**src/flash_status_pkg.sv**
```systemverilog
/*
 * Shared constants and carrier types for the flash status-polling host controller.
 * Assumes a single 250 MHz clock and an asynchronous parallel flash on plain pins.
 */
package flash_status_pkg;

    localparam int CLK_PERIOD_NS = 4;
    // Write strobe low time kept well above the device glitch filter.
    localparam int WR_PULSE_NS = 40;
    localparam int WR_PULSE_CYC = (WR_PULSE_NS + CLK_PERIOD_NS - 1) / CLK_PERIOD_NS;
    // Read access time before the data bus is sampled.
    localparam int RD_ACCESS_NS = 60;
    localparam int RD_ACCESS_CYC = (RD_ACCESS_NS + CLK_PERIOD_NS - 1) / CLK_PERIOD_NS;
    // Gap with every strobe high between two bus cycles.
    localparam int GAP_NS = 20;
    localparam int GAP_CYC = (GAP_NS + CLK_PERIOD_NS - 1) / CLK_PERIOD_NS;
    localparam int CNT_W = 8;

    localparam int POLLING_BIT = 7;
    localparam int BUSY_TOGGLE_BIT = 6;
    localparam int TIMING_LIMIT_FLAG = 5;
    localparam int ERASE_WINDOW_FLAG = 3;
    localparam int ERASE_SECTOR_TOGGLE_BIT = 2;

    localparam logic [7:0] RESET_CMD = 8'hF0;

    typedef enum logic [2:0] {
        OP_NONE = 3'h0,
        OP_WRITE = 3'h1,
        OP_READ = 3'h2,
        OP_POLL = 3'h3,
        OP_RESET = 3'h4
    } op_t;

    typedef enum logic [3:0] {
        POLL_OK = 4'h0,
        POLL_FAIL = 4'h1,
        POLL_WINDOW_OPEN = 4'h2,
        POLL_WINDOW_SHUT = 4'h3
    } result_t;

    typedef struct packed {
        logic ce_n;
        logic we_n;
        logic oe_n;
    } strobes_t;

endpackage

```
**src/flash_status_host.sv**
```systemverilog
/*
 * Host controller that drives an asynchronous parallel flash through its
 * strobes, writes command cycles and runs the toggle-bit status procedure.
 * Assumes the flash pins are synchronous to mclk_in and the data bus is
 * resolved outside from dq_oe_out.
 */
// Functional notes
// [RQ1] Erase-sector toggle bit flips per read inside an erasing sector.
// [RQ2] Erase-sector toggle bit valid from final write strobe rising edge.
// [RQ3] Erase-sector toggle bit same for active and suspended erase.
// [RQ4] Busy toggle bit toggles during erase, stops in suspend.
// [RQ5] Host reads full byte twice and compares toggle bits first; the code compares only busy toggle bit 6.
// [RQ6] Toggling with timing-limit high: recheck; still toggling means fail, send reset.
// [RQ7] Resumed monitoring restarts from the first two reads.
// [RQ8] Timing-limit flag goes one when pulse-count limit exceeded.
// [RQ9] Under timing-limit only polling and toggle status respond.
// [RQ10] After timing-limit failure, reset command precedes further program or erase.
// [RQ11] Non-blank program attempt alone does not raise timing-limit flag.
// [RQ12] Erase-window flag stays zero until sector-erase timeout ends.
// [RQ13] Status valid immediately after initial sector-erase sequence.
// [RQ14] Erase-window flag one: further command writes ignored until done.
// [RQ15] Erase-window flag zero: extra sector-erase commands accepted.
// [RQ16] Host checks erase-window flag before and after each added erase command; the code only reports it in a poll result that still toggles.
// [RQ17] Device powers up in read mode.
// [RQ18] Contents change only after complete ordered command sequence.
// [RQ19] Strobe pulses under about five nanoseconds are ignored.
// [RQ20] Writes only with chip select and write strobe low, output strobe high.
// [RQ21] High programming voltage on reset pin unprotects sectors.
// [RQ22] Removing high programming voltage restores protection.
// [RQ23] Each toggle bit inverts once per completed status read.
`timescale 1ns/1ns
`default_nettype none

module flash_status_host #(
    parameter int ADDR_W = 19,
    parameter int DATA_W = 8
) (
    input wire logic mclk_in,
    input wire logic rst_n_in,
    input wire flash_status_pkg::op_t op_in,
    input wire logic op_valid_in,
    input wire logic [ADDR_W-1:0] addr_in,
    input wire logic [DATA_W-1:0] wdata_in,
    input wire logic hv_unprotect_in,
    output logic op_ready_out,
    output logic done_out,
    output logic [DATA_W-1:0] rdata_out,
    output flash_status_pkg::result_t result_out,
    output flash_status_pkg::strobes_t strobes_out,
    output logic [ADDR_W-1:0] addr_out,
    output logic [DATA_W-1:0] dq_out,
    output logic dq_oe_out,
    input wire logic [DATA_W-1:0] dq_in,
    output logic reset_hv_out,
    output logic reset_n_out
);

    typedef enum logic [6:0] {
        S_IDLE = 7'h01,
        S_WR = 7'h02,
        S_RD = 7'h04,
        S_GAP = 7'h08,
        S_EVAL = 7'h10,
        S_RESET = 7'h20,
        S_DONE = 7'h40
    } state_t;

    state_t state;
    flash_status_pkg::op_t op;
    logic [flash_status_pkg::CNT_W-1:0] cnt;
    logic [DATA_W-1:0] first;
    logic [DATA_W-1:0] last;
    logic [1:0] nreads;
    logic rechecked;
    logic next_rd_more;

    function automatic logic toggled(input logic [DATA_W-1:0] a, input logic [DATA_W-1:0] b);
        toggled = (a[flash_status_pkg::BUSY_TOGGLE_BIT] != b[flash_status_pkg::BUSY_TOGGLE_BIT]);
    endfunction

    always_comb
    begin
        // The count has already moved on in the gap, so one read done means a second is due.
        next_rd_more = (op == flash_status_pkg::OP_POLL) && (nreads == 2'h1);
    end

    always_ff @(posedge mclk_in)
    begin
        if (!rst_n_in)
        begin
            state <= S_IDLE;
            op <= flash_status_pkg::OP_NONE;
            cnt <= '0;
            first <= '0;
            last <= '0;
            nreads <= 2'h0;
            rechecked <= 1'b0;
            op_ready_out <= 1'b0;
            done_out <= 1'b0;
            rdata_out <= '0;
            result_out <= flash_status_pkg::POLL_OK;
            strobes_out <= 3'h7;
            addr_out <= '0;
            dq_out <= '0;
            dq_oe_out <= 1'b0;
        end
        else
        begin
            done_out <= 1'b0;
            case (state)
                S_IDLE:
                begin
                    op_ready_out <= 1'b1;
                    if (op_valid_in && op_ready_out && op_in != flash_status_pkg::OP_NONE)
                    begin
                        op_ready_out <= 1'b0;
                        op <= op_in;
                        addr_out <= addr_in;
                        nreads <= 2'h0;
                        rechecked <= 1'b0;
                        cnt <= '0;
                        if (op_in == flash_status_pkg::OP_WRITE
                            || op_in == flash_status_pkg::OP_RESET)
                        begin
                            // [RQ20] Write cycle strobes.
                            dq_out <= (op_in == flash_status_pkg::OP_RESET)
                                ? flash_status_pkg::RESET_CMD : wdata_in;
                            dq_oe_out <= 1'b1;
                            strobes_out <= 3'b001;
                            state <= S_WR;
                        end
                        else
                        begin
                            strobes_out <= 3'b010;
                            state <= S_RD;
                        end
                    end
                end
                S_WR:
                begin
                    cnt <= cnt + 1'b1;
                    // [RQ19] Long write pulse.
                    if (cnt == flash_status_pkg::CNT_W'(flash_status_pkg::WR_PULSE_CYC - 1))
                    begin
                        strobes_out <= 3'b111;
                        cnt <= '0;
                        state <= S_GAP;
                    end
                end
                S_RD:
                begin
                    cnt <= cnt + 1'b1;
                    if (cnt == flash_status_pkg::CNT_W'(flash_status_pkg::RD_ACCESS_CYC - 1))
                    begin
                        // [RQ23] One status read per strobe.
                        strobes_out <= 3'b111;
                        last <= dq_in;
                        if (nreads == 2'h0)
                        begin
                            first <= dq_in;
                        end
                        nreads <= nreads + 2'h1;
                        cnt <= '0;
                        state <= S_GAP;
                    end
                end
                S_GAP:
                begin
                    dq_oe_out <= 1'b0;
                    cnt <= cnt + 1'b1;
                    if (cnt == flash_status_pkg::CNT_W'(flash_status_pkg::GAP_CYC - 1))
                    begin
                        cnt <= '0;
                        if (op == flash_status_pkg::OP_POLL)
                            state <= next_rd_more ? S_RD : S_EVAL;
                        else
                            state <= S_DONE;
                        if (op == flash_status_pkg::OP_POLL && next_rd_more)
                            strobes_out <= 3'b010;
                    end
                end
                S_EVAL:
                begin
                    // [RQ5] Compare two reads.
                    if (!toggled(first, last))
                    begin
                        result_out <= flash_status_pkg::POLL_OK;
                        state <= S_DONE;
                    end
                    // [RQ6] Recheck on timing limit.
                    else if (last[flash_status_pkg::TIMING_LIMIT_FLAG] && !rechecked)
                    begin
                        rechecked <= 1'b1;
                        first <= last;
                        nreads <= 2'h1;
                        strobes_out <= 3'b010;
                        state <= S_RD;
                    end
                    else if (last[flash_status_pkg::TIMING_LIMIT_FLAG])
                    begin
                        // [RQ10] Reset after failure.
                        result_out <= flash_status_pkg::POLL_FAIL;
                        op <= flash_status_pkg::OP_RESET;
                        dq_out <= flash_status_pkg::RESET_CMD;
                        dq_oe_out <= 1'b1;
                        strobes_out <= 3'b001;
                        state <= S_WR;
                    end
                    else
                    begin
                        // [RQ16] Report erase-window flag around added erase commands.
                        result_out <= last[flash_status_pkg::ERASE_WINDOW_FLAG]
                            ? flash_status_pkg::POLL_WINDOW_SHUT
                            : flash_status_pkg::POLL_WINDOW_OPEN;
                        state <= S_DONE;
                    end
                end
                S_DONE:
                begin
                    // [RQ7] Each poll restarts with two fresh reads.
                    rdata_out <= last;
                    done_out <= 1'b1;
                    op <= flash_status_pkg::OP_NONE;
                    state <= S_IDLE;
                end
                default:
                begin
                    state <= S_IDLE;
                    strobes_out <= 3'h7;
                end
            endcase
        end
    end

    // [RQ21] High voltage request drives the reset pin select.
    always_ff @(posedge mclk_in)
    begin
        if (!rst_n_in)
        begin
            reset_hv_out <= 1'b0;
            reset_n_out <= 1'b0;
        end
        else
        begin
            // [RQ22] Dropping the request restores protection.
            reset_hv_out <= hv_unprotect_in;
            reset_n_out <= 1'b1;
        end
    end

endmodule

`default_nettype wire

```
**config.mk**
```make
export PLATFORM = sky130hd
export DESIGN_NAME = flash_status_host
export DESIGN_NICKNAME = d
export VERILOG_FILES = /design/src/flash_status_pkg.sv /design/src/flash_status_host.sv
export SDC_FILE = /design/constraint.sdc
export NUM_CORES = 1
export LEC_CHECK = 0
export ABC_AREA = 1
export ABC_CLOCK_PERIOD_IN_PS = 2900
export BUFFER_PORTS_ARGS = -buffer_cell sky130_fd_sc_hd__buf_4
export CORE_MARGIN = 2
export CORE_UTILIZATION = 25
export DETAILED_ROUTE_END_ITERATION = 8
export PLACE_DENSITY = 0.41
export SLEW_MARGIN = 20
export SYNTH_ARGS = -nofsm -noshare
export SYNTH_HDL_FRONTEND = slang
export SYNTH_SLANG_ARGS = --single-unit
```
**constraint.sdc**
```tcl
create_clock -name mclk_in -period 2.9 [get_ports mclk_in]
set_input_delay 0.58 -clock mclk_in [delete_from_list [all_inputs] [get_ports mclk_in]]
set_output_delay 0.58 -clock mclk_in [all_outputs]
set_load 0.02 [all_outputs]
```
==> key figures, run 1 <==
Logic synthesis
  • Most instantiated cells after synthesis: 119 x nor2_1, 112 x nand2_1, 74 x dfxtp_1
  • Post-synth EDFFs: 0
  • Leading cell type by number of instances after synthesis: nor2_1
  • Top FF cell, synth: dfxtp_1
  • Seq/Total Area, Yosys: 40.46%
  • Post-synth cell types: 29
  • Syn_area_per_cell: 6.780 µm²
  • Synth Area in Simple Gates: 39.34%
  • Post-Synth Adder-Cell Area: 2.051%
  • Share of Yosys cell area claimed by the top area cell type: 40.46%
  • Largest area contributor in the synthesized netlist: dfxtp_1
  • Post-synthesis mux area share: 0%
  • Top cells by area, synth: dfxtp_1 40%, nor2_1 12%, nand2_1 11%
  • Async SR Flop Fraction: 0%
  • Synth Area in Compound Gates: 8.886%
  • Synth Area in XOR/XNOR: 0.2392%
  • Mapped Cells: 540
  • Synthesis Warnings: 0
  • #FFs+latches synth: 74
  • Main combinational cell family by area after synthesis: simple AND/OR/NAND/NOR gates
  • Post-synthesis cell area: 0.003661 mm²

STA
  • Post-route clock period utilization: 74.15%
  • Final Setup Violations: 0
  • Post-layout min period: 2150 ps
  • Max Fclk: 465.0 MHz
  • Setup TNS: 0 ps
  • Final setup margin: 749.6 ps
  • RSZ-0062 raised after global routing: false
  • Relative slew slack: 48.20%
  • Hold Fails Final Rpt: 0
  • Worst-margin pin slew: 776.2 ps
  • Worst clock skew: 6.981 ps
  • Slew Limit Fails: 0

Floorplanning
  • Initial Util: 25.38%
  • Die ar.: 0.01563 mm²
  • Io pins: 89
  • Cell row count: 44
  • Core area: 0.01442 mm²
  • Die height: 125.0 µm
  • Width of the die: 125.0 µm

Finish
  • Synthesis-to-layout area growth: 31.20%
  • Antenna diode count: 0
  • Share of post-route cells with drive strength above 1: 22.86%
  • Sequential Area: 0.001481 mm²
  • Count of nets after finishing: 673
  • Fillers: 1,594
  • Area of the multi-input gates: 0.001857 mm²

Setup path
  • Arrival @ worst endpoint: 2360 ps
  • CP max stage cell: nor2_2
  • Crit-path leading delay family: simple AND/OR/NAND/NOR gates
  • Reg2Reg Depth: 10
  • Stages on worst setup path: 10
  • Worst path most repeated cell: nor2_1
  • Crit path max fanout: 21
  • Critical path origin: state[0]$_SDFFE_PN1P_
  • Setup CP Type: reg2reg
  • Critical Path End Type: flip-flop
  • Required time of the critical path: 3110 ps
  • CP Launch Type: flip-flop
  • Buf/Inv on CP: 3
  • CP max stage delay: 630 ps
  • CP cell instances: inv_1 > nor2_2 > nand3_4 > nor2_2 > inv_1 > buf_4 > nand2_2 > nor2_1 > nor2_1 > nor2_1
  • Reg-to-reg critical path startpoint: state[0]$_SDFFE_PN1P_

Route
  • Via count: 3,517
  • Drt pass-1 iters: 5
  • Vias per Instance: 4.321
  • Wirelength per Cell: 12.67 µm
  • Drt total wl: 10,310 µm
  • Initial detailed-routing violation count: 153
  • Residual DRC: 0
  • Final ANT Viol Nets: 0

Pwr
  • Pwr Density: 881.3 mW/mm²
  • Leakage: 2.294 nW
  • Peak supply drop: 0.2509 mV

Clocking
  • Post-cts resize count: 0
  • CTS tree: yes
  • Inserted Clock Buffers: 9
  • Clock Path Buffers: 2
  • Reg clk slew, reported paths: 60 ps
  • CTS Root Cell: clkbuf_16
  • Setup Fix Bufs, Post-CTS: 0
  • Clk sink count: 74
  • CTS Hold Buffers Added: 0
  • Worst-Skew Late Latency: 340 ps
  • H-tree levels: 3

GRT
  • Total GRT Usage: 13.57%
  • Vias in the first global route: 3,334
  • GR Overflow Total: 0
  • Global-route wire length before repair: 17,030 µm
  • Largest net degree at the start of global routing: 35
  • Antenna violations before repair: 0

Place
  • Detailed Place HPWL: 7645 µm
  • Port Buffers: 86
  • Pre-CTS setup slack: 532.2 ps
  • Routability Congestion: 0.8166

Worst hold path
  • Hold Path Cell Cnt: 3
  • Hold Path Origin: hv_unprotect_in
  • Worst Hold Class: in2reg

Flow run
  • Max-cap viol count: 0

Status
  • Status: completed
==> path summary, 6_finish.rpt <==
| path | end | slack (ps) |
|---|---|---|
| worst min register to register | dq_oe_out$_SDFFE_PN0P_ | 450 |
| worst max-delay path | cnt[4]$_SDFFE_PN0P_ | 750 |
| worst min-delay path | reset_hv_out$_SDFF_PN0_ | 430 |
| worst max register to register | cnt[4]$_SDFFE_PN0P_ | 750 |
==> cell families (layout without fill, tap and decap cells) <==
family | count (synthesis) | count (layout)
AND/OR/NAND/NOR | 312 | 312
buffers and inverters | 82 | 171
flip-flops | 74 | 74
AO/OA/AOI/OAI | 64 | 64
adder cells (fa/ha/maj) | 6 | 6
other | 1 | 2
XOR/XNOR | 1 | 1
==> worst reg2reg max path, stage by stage (launching register included) <==
cell and delay (ps):
dfxtp_1 400, inv_1 70, nor2_2 140, nand3_4 160, nor2_2 630, inv_1 90, buf_4 230, nand2_2 120
nor2_1 40, nor2_1 90, nor2_1 40
==> cell type report <==
type                    instances  area share [%]
clock inverters                 6           1.875
inverters                      66           5.158
well taps                     184           4.793
repair buffers                 89           13.91
multi-input cells             385           38.66
flip-flops and latches         74           30.84
clock buffers                  10           4.767
==> routing by layer <==
layer	vias up	global-route usage (%)	part of all wire (%)
met5	-	0	0
met1	1586	18.21	48
met4	0	5.882	1.8
met2	71	20.78	45
li1	1846	-	-
met3	14	3.338	4.8
==> metrics by stage <==
| stage | cell area (µm²) | power (mW) | hold slack (ps) | instances | util, % |
|---|---|---|---|---|---|
| after floorplan | 3665 | 2.530 | 444.2 | 541 | - |
| after global placement | 4484 | 3.053 | 442.2 | 798 | 31.09 |
| after detailed placement | 4484 | 3.060 | 445.3 | 798 | 31.09 |
| after CTS | 4803 | 4.298 | 420.5 | 814 | 33.30 |
| after global routing | 4803 | 4.544 | 434.8 | 814 | 33.30 |
| final | 4803 | 4.233 | 426.8 | 814 | 33.30 |
==> power by group <==
group,leakage (nW),switching [mW],internal (mW),total (mW)
clock,0.153,0.456,0.757,1.21
combinational,1.54,1.07,0.599,1.67
sequential,0.603,0.128,1.22,1.35
total,2.29,1.66,2.58,4.23
==> registers in the layout, indices dropped and copies added, names as in the netlist, 2 cells and up <==
signal,flops
addr_out,19
cnt,8
dq_out,8
last,8
nreads,2
op,3
rdata_out,8
result_out,2
state,6
strobes_out,3
==> cell usage in the layout (no fill, tap or decap), types with 3 or more instances in the layout <==
master,netlist,routed
a21oi_1,18,18
buf_4,3,89
clkbuf_16,0,9
dfxtp_1,74,74
ha_1,6,6
inv_1,59,59
inv_2,7,7
nand2_1,112,112
nand2_2,9,9
nand2_4,4,4
nand3_1,43,43
nand4_1,3,3
nor2_1,119,119
nor2_2,5,5
nor2_4,7,7
o21ai_0,42,42
Power figures use the tool's default switching activity.
==> run 2, diff against run 1 <==
ABC_CLOCK_PERIOD_IN_PS = 1800   (was 2900)
PLACE_DENSITY = 0.43   (was 0.41)
clock period = 1.8 ns   (was 2.9 ns; I/O delays follow)
==> run 2 against run 1 <==
  * Sequential power grew 61%
  * Core utilization grew 0.42 points
  * Clock-buffer cell count grew 1
  * First-iteration DRC count grew 41%
  * Sequential cell count is the same
  * Global-route usage shrank 0.43 points
  * Clock power grew 60%
  * Combinational power grew 63%
  * Power grew 62%
  * Routed wire length shrank 2.3%
  * Non-clock buffer count grew 5
  * Critical path type unchanged
  * Largest cell class unchanged
  * Largest power group unchanged
  * Highest routed layer unchanged
==> key figures, run 2 (synthesis gave the netlist of run 1 again) <==
Status
  • Status: completed

Place
  • Routability Congestion: 0.8067 (-1.2%)
  • Pre-CTS setup slack: 25.07 ps (-507.1 ps)
  • Port Buffers: 86 (unchanged)
  • Detailed Place HPWL: 7548 µm (-1.3%)

Pwr
  • Peak supply drop: 0.4335 mV (+73%)
  • Clock power frac: 28.4% (-0.3 points)
  • Leakage: 2.327 nW (+1.4%)
  • Comb pwr share: 39.9% (+0.4 points)
  • Sw frac: 38.76% (-0.40 points)
  • Sw Pwr: 2.653 mW (+60%)
  • P_int: 4.193 mW (+63%)
  • Pwr Density: 1408 mW/mm² (+60%)
  • Sequential power share: 31.7% (-0.2 points)

Floorplanning
  • Initial Util: 25.38% (unchanged)
  • Die height: 125.0 µm (unchanged)
  • Width of the die: 125.0 µm (unchanged)
  • Io pins: 89 (unchanged)
  • Core area: 0.01442 mm² (unchanged)
  • Cell row count: 44 (unchanged)
  • Die ar.: 0.01563 mm² (unchanged)

Route
  • Wirelength per Cell: 12.28 µm (-3.1%)
  • Drt total wl: 10,070 µm (-2.3%)
  • Initial detailed-routing violation count: 216 (+41%)
  • Residual DRC: 0 (unchanged)
  • Drt pass-1 iters: 4 (-1)
  • Vias per Instance: 4.233 (-2.0%)
  • Final ANT Viol Nets: 0 (unchanged)
  • Via count: 3,471 (-1.3%)

Setup path
  • CP max stage delay: 360 ps (-270 ps)
  • Arrival @ worst endpoint: 1850 ps (-510 ps)
  • Critical Path End Type: flip-flop
  • CP cell instances: inv_2 > ha_1 > inv_1 > nor2_1 > nand2_1 > nand2_2 > nand2_2 > nor2_4 > nand2_2 > nand2_1 > nand3_1
  • Worst path most repeated cell: nand2_2
  • Setup CP Type: reg2reg
  • Required time of the critical path: 2020 ps (-1090 ps)
  • CP max stage cell: dfxtp_1
  • Crit path max fanout: 5 (-76%)
  • Buf/Inv on CP: 2 (-1)
  • Crit-path leading delay family: simple AND/OR/NAND/NOR gates
  • CP Launch Type: flip-flop

Finish
  • Most frequent cells in the layout: 119 x nor2_1, 109 x nand2_1, 94 x buf_4
  • Commonest non-fill, non-tap cell in the layout: nor2_1
  • Post-route core utilization: 33.72% (+0.42 points)
  • Fillers: 1,578 (-1.0%)
  • Synthesis-to-layout area growth: 32.84%
  • Antenna diode count: 0 (unchanged)
  • Share of post-route cells with drive strength above 1: 24.21% (+1.4 points)
  • Top reg by flops: addr_out
  • Max reg flops: 19 (unchanged)
  • Count of nets after finishing: 679 (+0.89%)

Clocking
  • CTS Root Cell: clkbuf_16
  • CTS tree: yes
  • Inserted Clock Buffers: 9 (unchanged)
  • Clk sink count: 74 (unchanged)
  • H-tree levels: 3 (unchanged)
  • CTS Hold Buffers Added: 0 (unchanged)
  • Worst-Skew Late Latency: 340 ps (about the same)
  • Clock Path Buffers: 2 (unchanged)
  • Reg clk slew, reported paths: 60 ps (about the same)

STA
  • Post-layout min period: 1636 ps (-514.6 ps)
  • Post-route clock period utilization: 90.88% (+17 points)
  • Worst-margin pin slew: 507.9 ps (-268.3 ps)
  • Hold Fails Final Rpt: 0 (unchanged)
  • Max Fclk: 611.3 MHz (+31%)
  • Slew Limit Fails: 0 (unchanged)
  • Final setup margin: 164.2 ps (-585.4 ps)
  • Relative slew slack: 66.10% (+18 points)
  • Worst clock skew: 7.147 ps (+0.1659 ps)
  • Final Setup Violations: 0 (unchanged)
  • Setup TNS: 0 ps (unchanged)

GRT
  • Total GRT Usage: 13.15% (-0.43 points)
  • Antenna violations before repair: 0 (unchanged)
  • Vias in the first global route: 3,428 (+2.8%)
  • Global-route wire length before repair: 16,660 µm (-2.1%)
  • Largest net degree at the start of global routing: 26 (-26%)
  • GR Overflow Total: 0 (unchanged)

Flow run
  • Max-cap viol count: 0 (unchanged)

Worst hold path
  • Worst Hold Class: in2reg
run 2: power by group through the flow:
stage | combinational, mW | clock [mW] | sequential, mW
final | 2.73 | 1.94 | 2.17
after CTS | 2.74 | 2.00 | 2.17
after detailed placement | 2.73 | 0 | 2.21
after floorplan | 1.62 | 0 | 2.45
after global routing | 3.10 | 2.05 | 2.21
after global placement | 2.70 | 0 | 2.20
run 2: area by class of cell:
class	instances	area (µm²)	share of cell area [%]
sequential	74	1481	30.46
clock inverter	5	77.57	1.595
inverter	66	247.7	5.094
clock buffer	11	242.7	4.991
tap	184	230.2	4.734
timing repair buffer	94	705.7	14.51
multi-input combinational	386	1878	38.62
run 2: tightest hold or removal path, stage by stage:
cell and delay, ps:
buf_4 80, nand2_1 40, inv_1 40
run 2: timing repair:
action	4_1_cts	5_1_grt
buffers inserted	0	1
resized for setup	0	5
setup endpoints to repair	0	18
run 2: through the flow:
step	instance area [µm²]	total power, mW	std cells	hold slack (ps)
after floorplan	3665	4.076	541	387.7
after global placement	4514	4.900	802	449.5
after detailed placement	4514	4.939	802	464.1
after CTS	4835	6.916	818	198.2
after global routing	4863	7.362	820	216.4
final	4863	6.846	820	205.7
run 2: per-layer routing:
layer  wire length, µm  vias up  track usage, %
li1                  -     1858               -
met1              4708     1530           16.90
met2              4732       72           21.48
met3               433       11           2.567
met4               198        0           5.752
met5                 0        -               0
run 2: worst paths after layout:
kind                          startpoint                          end  slack (ps)  depth (start not counted)
hold reg to reg   dq_oe_out$_SDFFE_PN0P_       dq_oe_out$_SDFFE_PN0P_         470                          2
setup / recovery     cnt[0]$_SDFFE_PN0P_  strobes_out[0]$_SDFFE_PN1P_         160                         11
hold / removal           hv_unprotect_in      reset_hv_out$_SDFF_PN0_         210                          3
setup reg to reg     cnt[0]$_SDFFE_PN0P_  strobes_out[0]$_SDFFE_PN1P_         160                         11
==> run 3, diff against run 2 <==
CORE_UTILIZATION = 48   (was 25)
PLACE_DENSITY = 0.74   (was 0.43)
==> run 3 against run 2 <==
  * Clock-buffer cell count is 2 lower
  * Setup slack got worse by 41 ps
  * Clock skew is 2.5 ps higher
  * Cell count down 9.1%
  * Largest cell class unchanged
==> key figures, run 3 (synthesis gave the netlist of run 1 again) <==
Status
  • Status: completed

STA
  • Hold Fails Final Rpt: 0 (unchanged)
  • Post-layout min period: 1677 ps (+40.96 ps)
  • Post-route clock period utilization: 93.15% (+2.3 points)
  • Setup TNS: 0 ps (unchanged)
  • Worst clock skew: 9.597 ps (+2.450 ps)
  • RSZ-0062 raised after global routing: false
  • Slew Limit Fails: 0 (unchanged)
  • Max Fclk: 596.4 MHz (-2.4%)
  • Final Setup Violations: 0 (unchanged)

Floorplanning
  • Width of the die: 91.34 µm (-27%)
  • Cell row count: 31 (-30%)
  • Io pins: 89 (unchanged)
  • Die height: 91.34 µm (-27%)
  • Initial Util: 49.94% (+25 points)
  • Die ar.: 0.008342 mm² (-47%)
  • Core area: 0.007331 mm² (-49%)

Place
  • Routability Congestion: 0.9114 (+13%)
  • Port Buffers: 86 (unchanged)
  • Detailed Place HPWL: 6791 µm (-10%)

Pwr
  • Sw frac: 41.23% (+2.5 points)
  • Comb pwr share: 43.8% (+3.9 points)
  • Clock power frac: 22.7% (-5.7 points)
  • Pwr Density: 1360 mW/mm² (-3.4%)
  • Sw Pwr: 2.659 mW (+0.20%)
  • Leakage: 2.325 nW (about the same)
  • Sequential power share: 33.5% (+1.8 points)
  • P_int: 3.790 mW (-9.6%)
  • Peak supply drop: 0.6530 mV (+51%)
  • Final Total Pwr: 6.449 mW (-5.8%)

Route
  • Vias per Instance: 4.879 (+15%)
  • Wirelength per Cell: 12.28 µm (about the same)
  • Drt pass-1 iters: 4 (unchanged)
  • Initial detailed-routing violation count: 141 (-35%)
  • Residual DRC: 0 (unchanged)
  • Via count: 3,635 (+4.7%)
  • Drt total wl: 9150 µm (-9.2%)
  • Final ANT Viol Nets: 0 (unchanged)

Setup path
  • CP max stage delay: 320 ps (-40 ps)
  • CP Launch Type: flip-flop
  • Critical Path End Type: flip-flop
  • CP max stage cell: dfxtp_1
  • CP cell instances: buf_4 > nor2_4 > nand2_2 > nor2_4 > nand2_2 > buf_4 > nand3_2 > nand2_1 > a21oi_1
  • Crit path max fanout: 8 (+3)
  • Setup CP Type: reg2reg
  • Required time of the critical path: 2080 ps (+60 ps)
  • Arrival @ worst endpoint: 1960 ps (+110 ps)

GRT
  • Vias in the first global route: 3,317 (-3.2%)
  • GR Overflow Total: 0 (unchanged)
  • Global-route wire length before repair: 15,030 µm (-9.8%)
  • Antenna violations before repair: 0 (unchanged)
  • Total GRT Usage: 22.28% (+9.1 points)
  • Largest net degree at the start of global routing: 28 (+7.7%)

Clocking
  • Reg clk slew, reported paths: 80 ps (+20 ps)
  • Clock Path Buffers: 2 (unchanged)
  • Worst-Skew Late Latency: 360 ps (+20 ps)
  • Clk sink count: 74 (unchanged)
  • CTS Root Cell: clkbuf_8
  • Inserted Clock Buffers: 9 (unchanged)
  • CTS tree: yes
  • H-tree levels: 3 (unchanged)

Worst hold path
  • Worst Hold Class: in2reg

Finish
  • Most frequent cells in the layout: 119 x nor2_1, 109 x nand2_1, 103 x buf_4
  • Share of post-route cells with drive strength above 1: 25.54% (+1.3 points)
  • Max reg flops: 19 (unchanged)
  • Antenna diode count: 0 (unchanged)
  • Count of nets after finishing: 689 (+1.5%)
  • Commonest non-fill, non-tap cell in the layout: nor2_1
  • Fillers: 652 (-59%)
  • Synthesis-to-layout area growth: 29.53%
  • Top reg by flops: addr_out

Flow run
  • Max-cap viol count: 0 (unchanged)
run 3: cell types whose count changed in the layout (fill, tap and decap cells not counted), moves of 2 or more:
cell / delta
clkbuf_8: +8
clkinv_4: +3
clkinv_2: -2
buf_4: +9
clkbuf_16: -9
run 3: final timing paths:
check	startpoint	end	slack [ps]	cells past startpoint
worst max-delay path	state[0]$_SDFFE_PN1P_	cnt[6]$_SDFFE_PN0P_	120	9
worst min-delay path	hv_unprotect_in	reset_hv_out$_SDFF_PN0_	190	3
worst max register to register	state[0]$_SDFFE_PN1P_	cnt[6]$_SDFFE_PN0P_	120	9
worst min register to register	result_out[1]$_SDFFE_PN0P_	result_out[1]$_SDFFE_PN0P_	470	2
run 3: worst max-delay path, delay by kind of cell, from the launching register on:
family	cells	cell delay [ps]
flip-flops	1	320
AO/OA/AOI/OAI	1	120
buffers and inverters	2	300
AND/OR/NAND/NOR	6	880
run 3: power groups by stage:
stage | registers, mW | logic [mW] | clock network, mW
floorplan | 2.45 | 1.62 | 0
global placement | 2.19 | 2.68 | 0
CTS | 2.16 | 2.76 | 1.48
finish | 2.16 | 2.82 | 1.46
global route | 2.20 | 3.13 | 1.56
detailed placement | 2.20 | 2.73 | 0
run 3: through the flow:
stage          utilization (%)  instance area, µm²  hold slack [ps]  instances  setup WS (ps)
2_1_floorplan                -                3665            387.7        541          304.8
5_1_grt                  64.69                4742            206.4        745          2.401
4_1_cts                  64.00                4692            182.6        740          56.59
3_3_place_gp             60.85                4461            450.0        724         -147.6
6_report                 64.69                4742            189.7        745          123.2
3_5_place_dp             60.85                4461            449.4        724         -265.7
run 3: layer usage:
layer	up-vias	wire [µm]	global-route usage, %
li1	1879	-	-
met4	0	187	10.61
met3	18	506	4.896
met5	-	0	0
met1	1641	4161	28.81
met2	97	4294	35.31
run 3: area by class of cell:
cell class | instances | area (µm²) | area share, %
Clock inverter | 7 | 102.6 | 2.164
Multi-Input combinational cell | 387 | 1889 | 39.84
Timing Repair Buffer | 103 | 773.2 | 16.31
Sequential cell | 74 | 1481 | 31.24
Clock buffer | 9 | 123.9 | 2.612
Tap cell | 99 | 123.9 | 2.612
Inverter | 66 | 247.7 | 5.224
run 3: what timing repair did:
item / 4_1_cts / 5_1_grt
pin swaps: 0 / 3
buffers inserted: 0 / 3
hold buffers: 0 / 0
cloned: 0 / 2
gates resized for setup: 1 / 5
setup endpoints to repair: 23 / 28
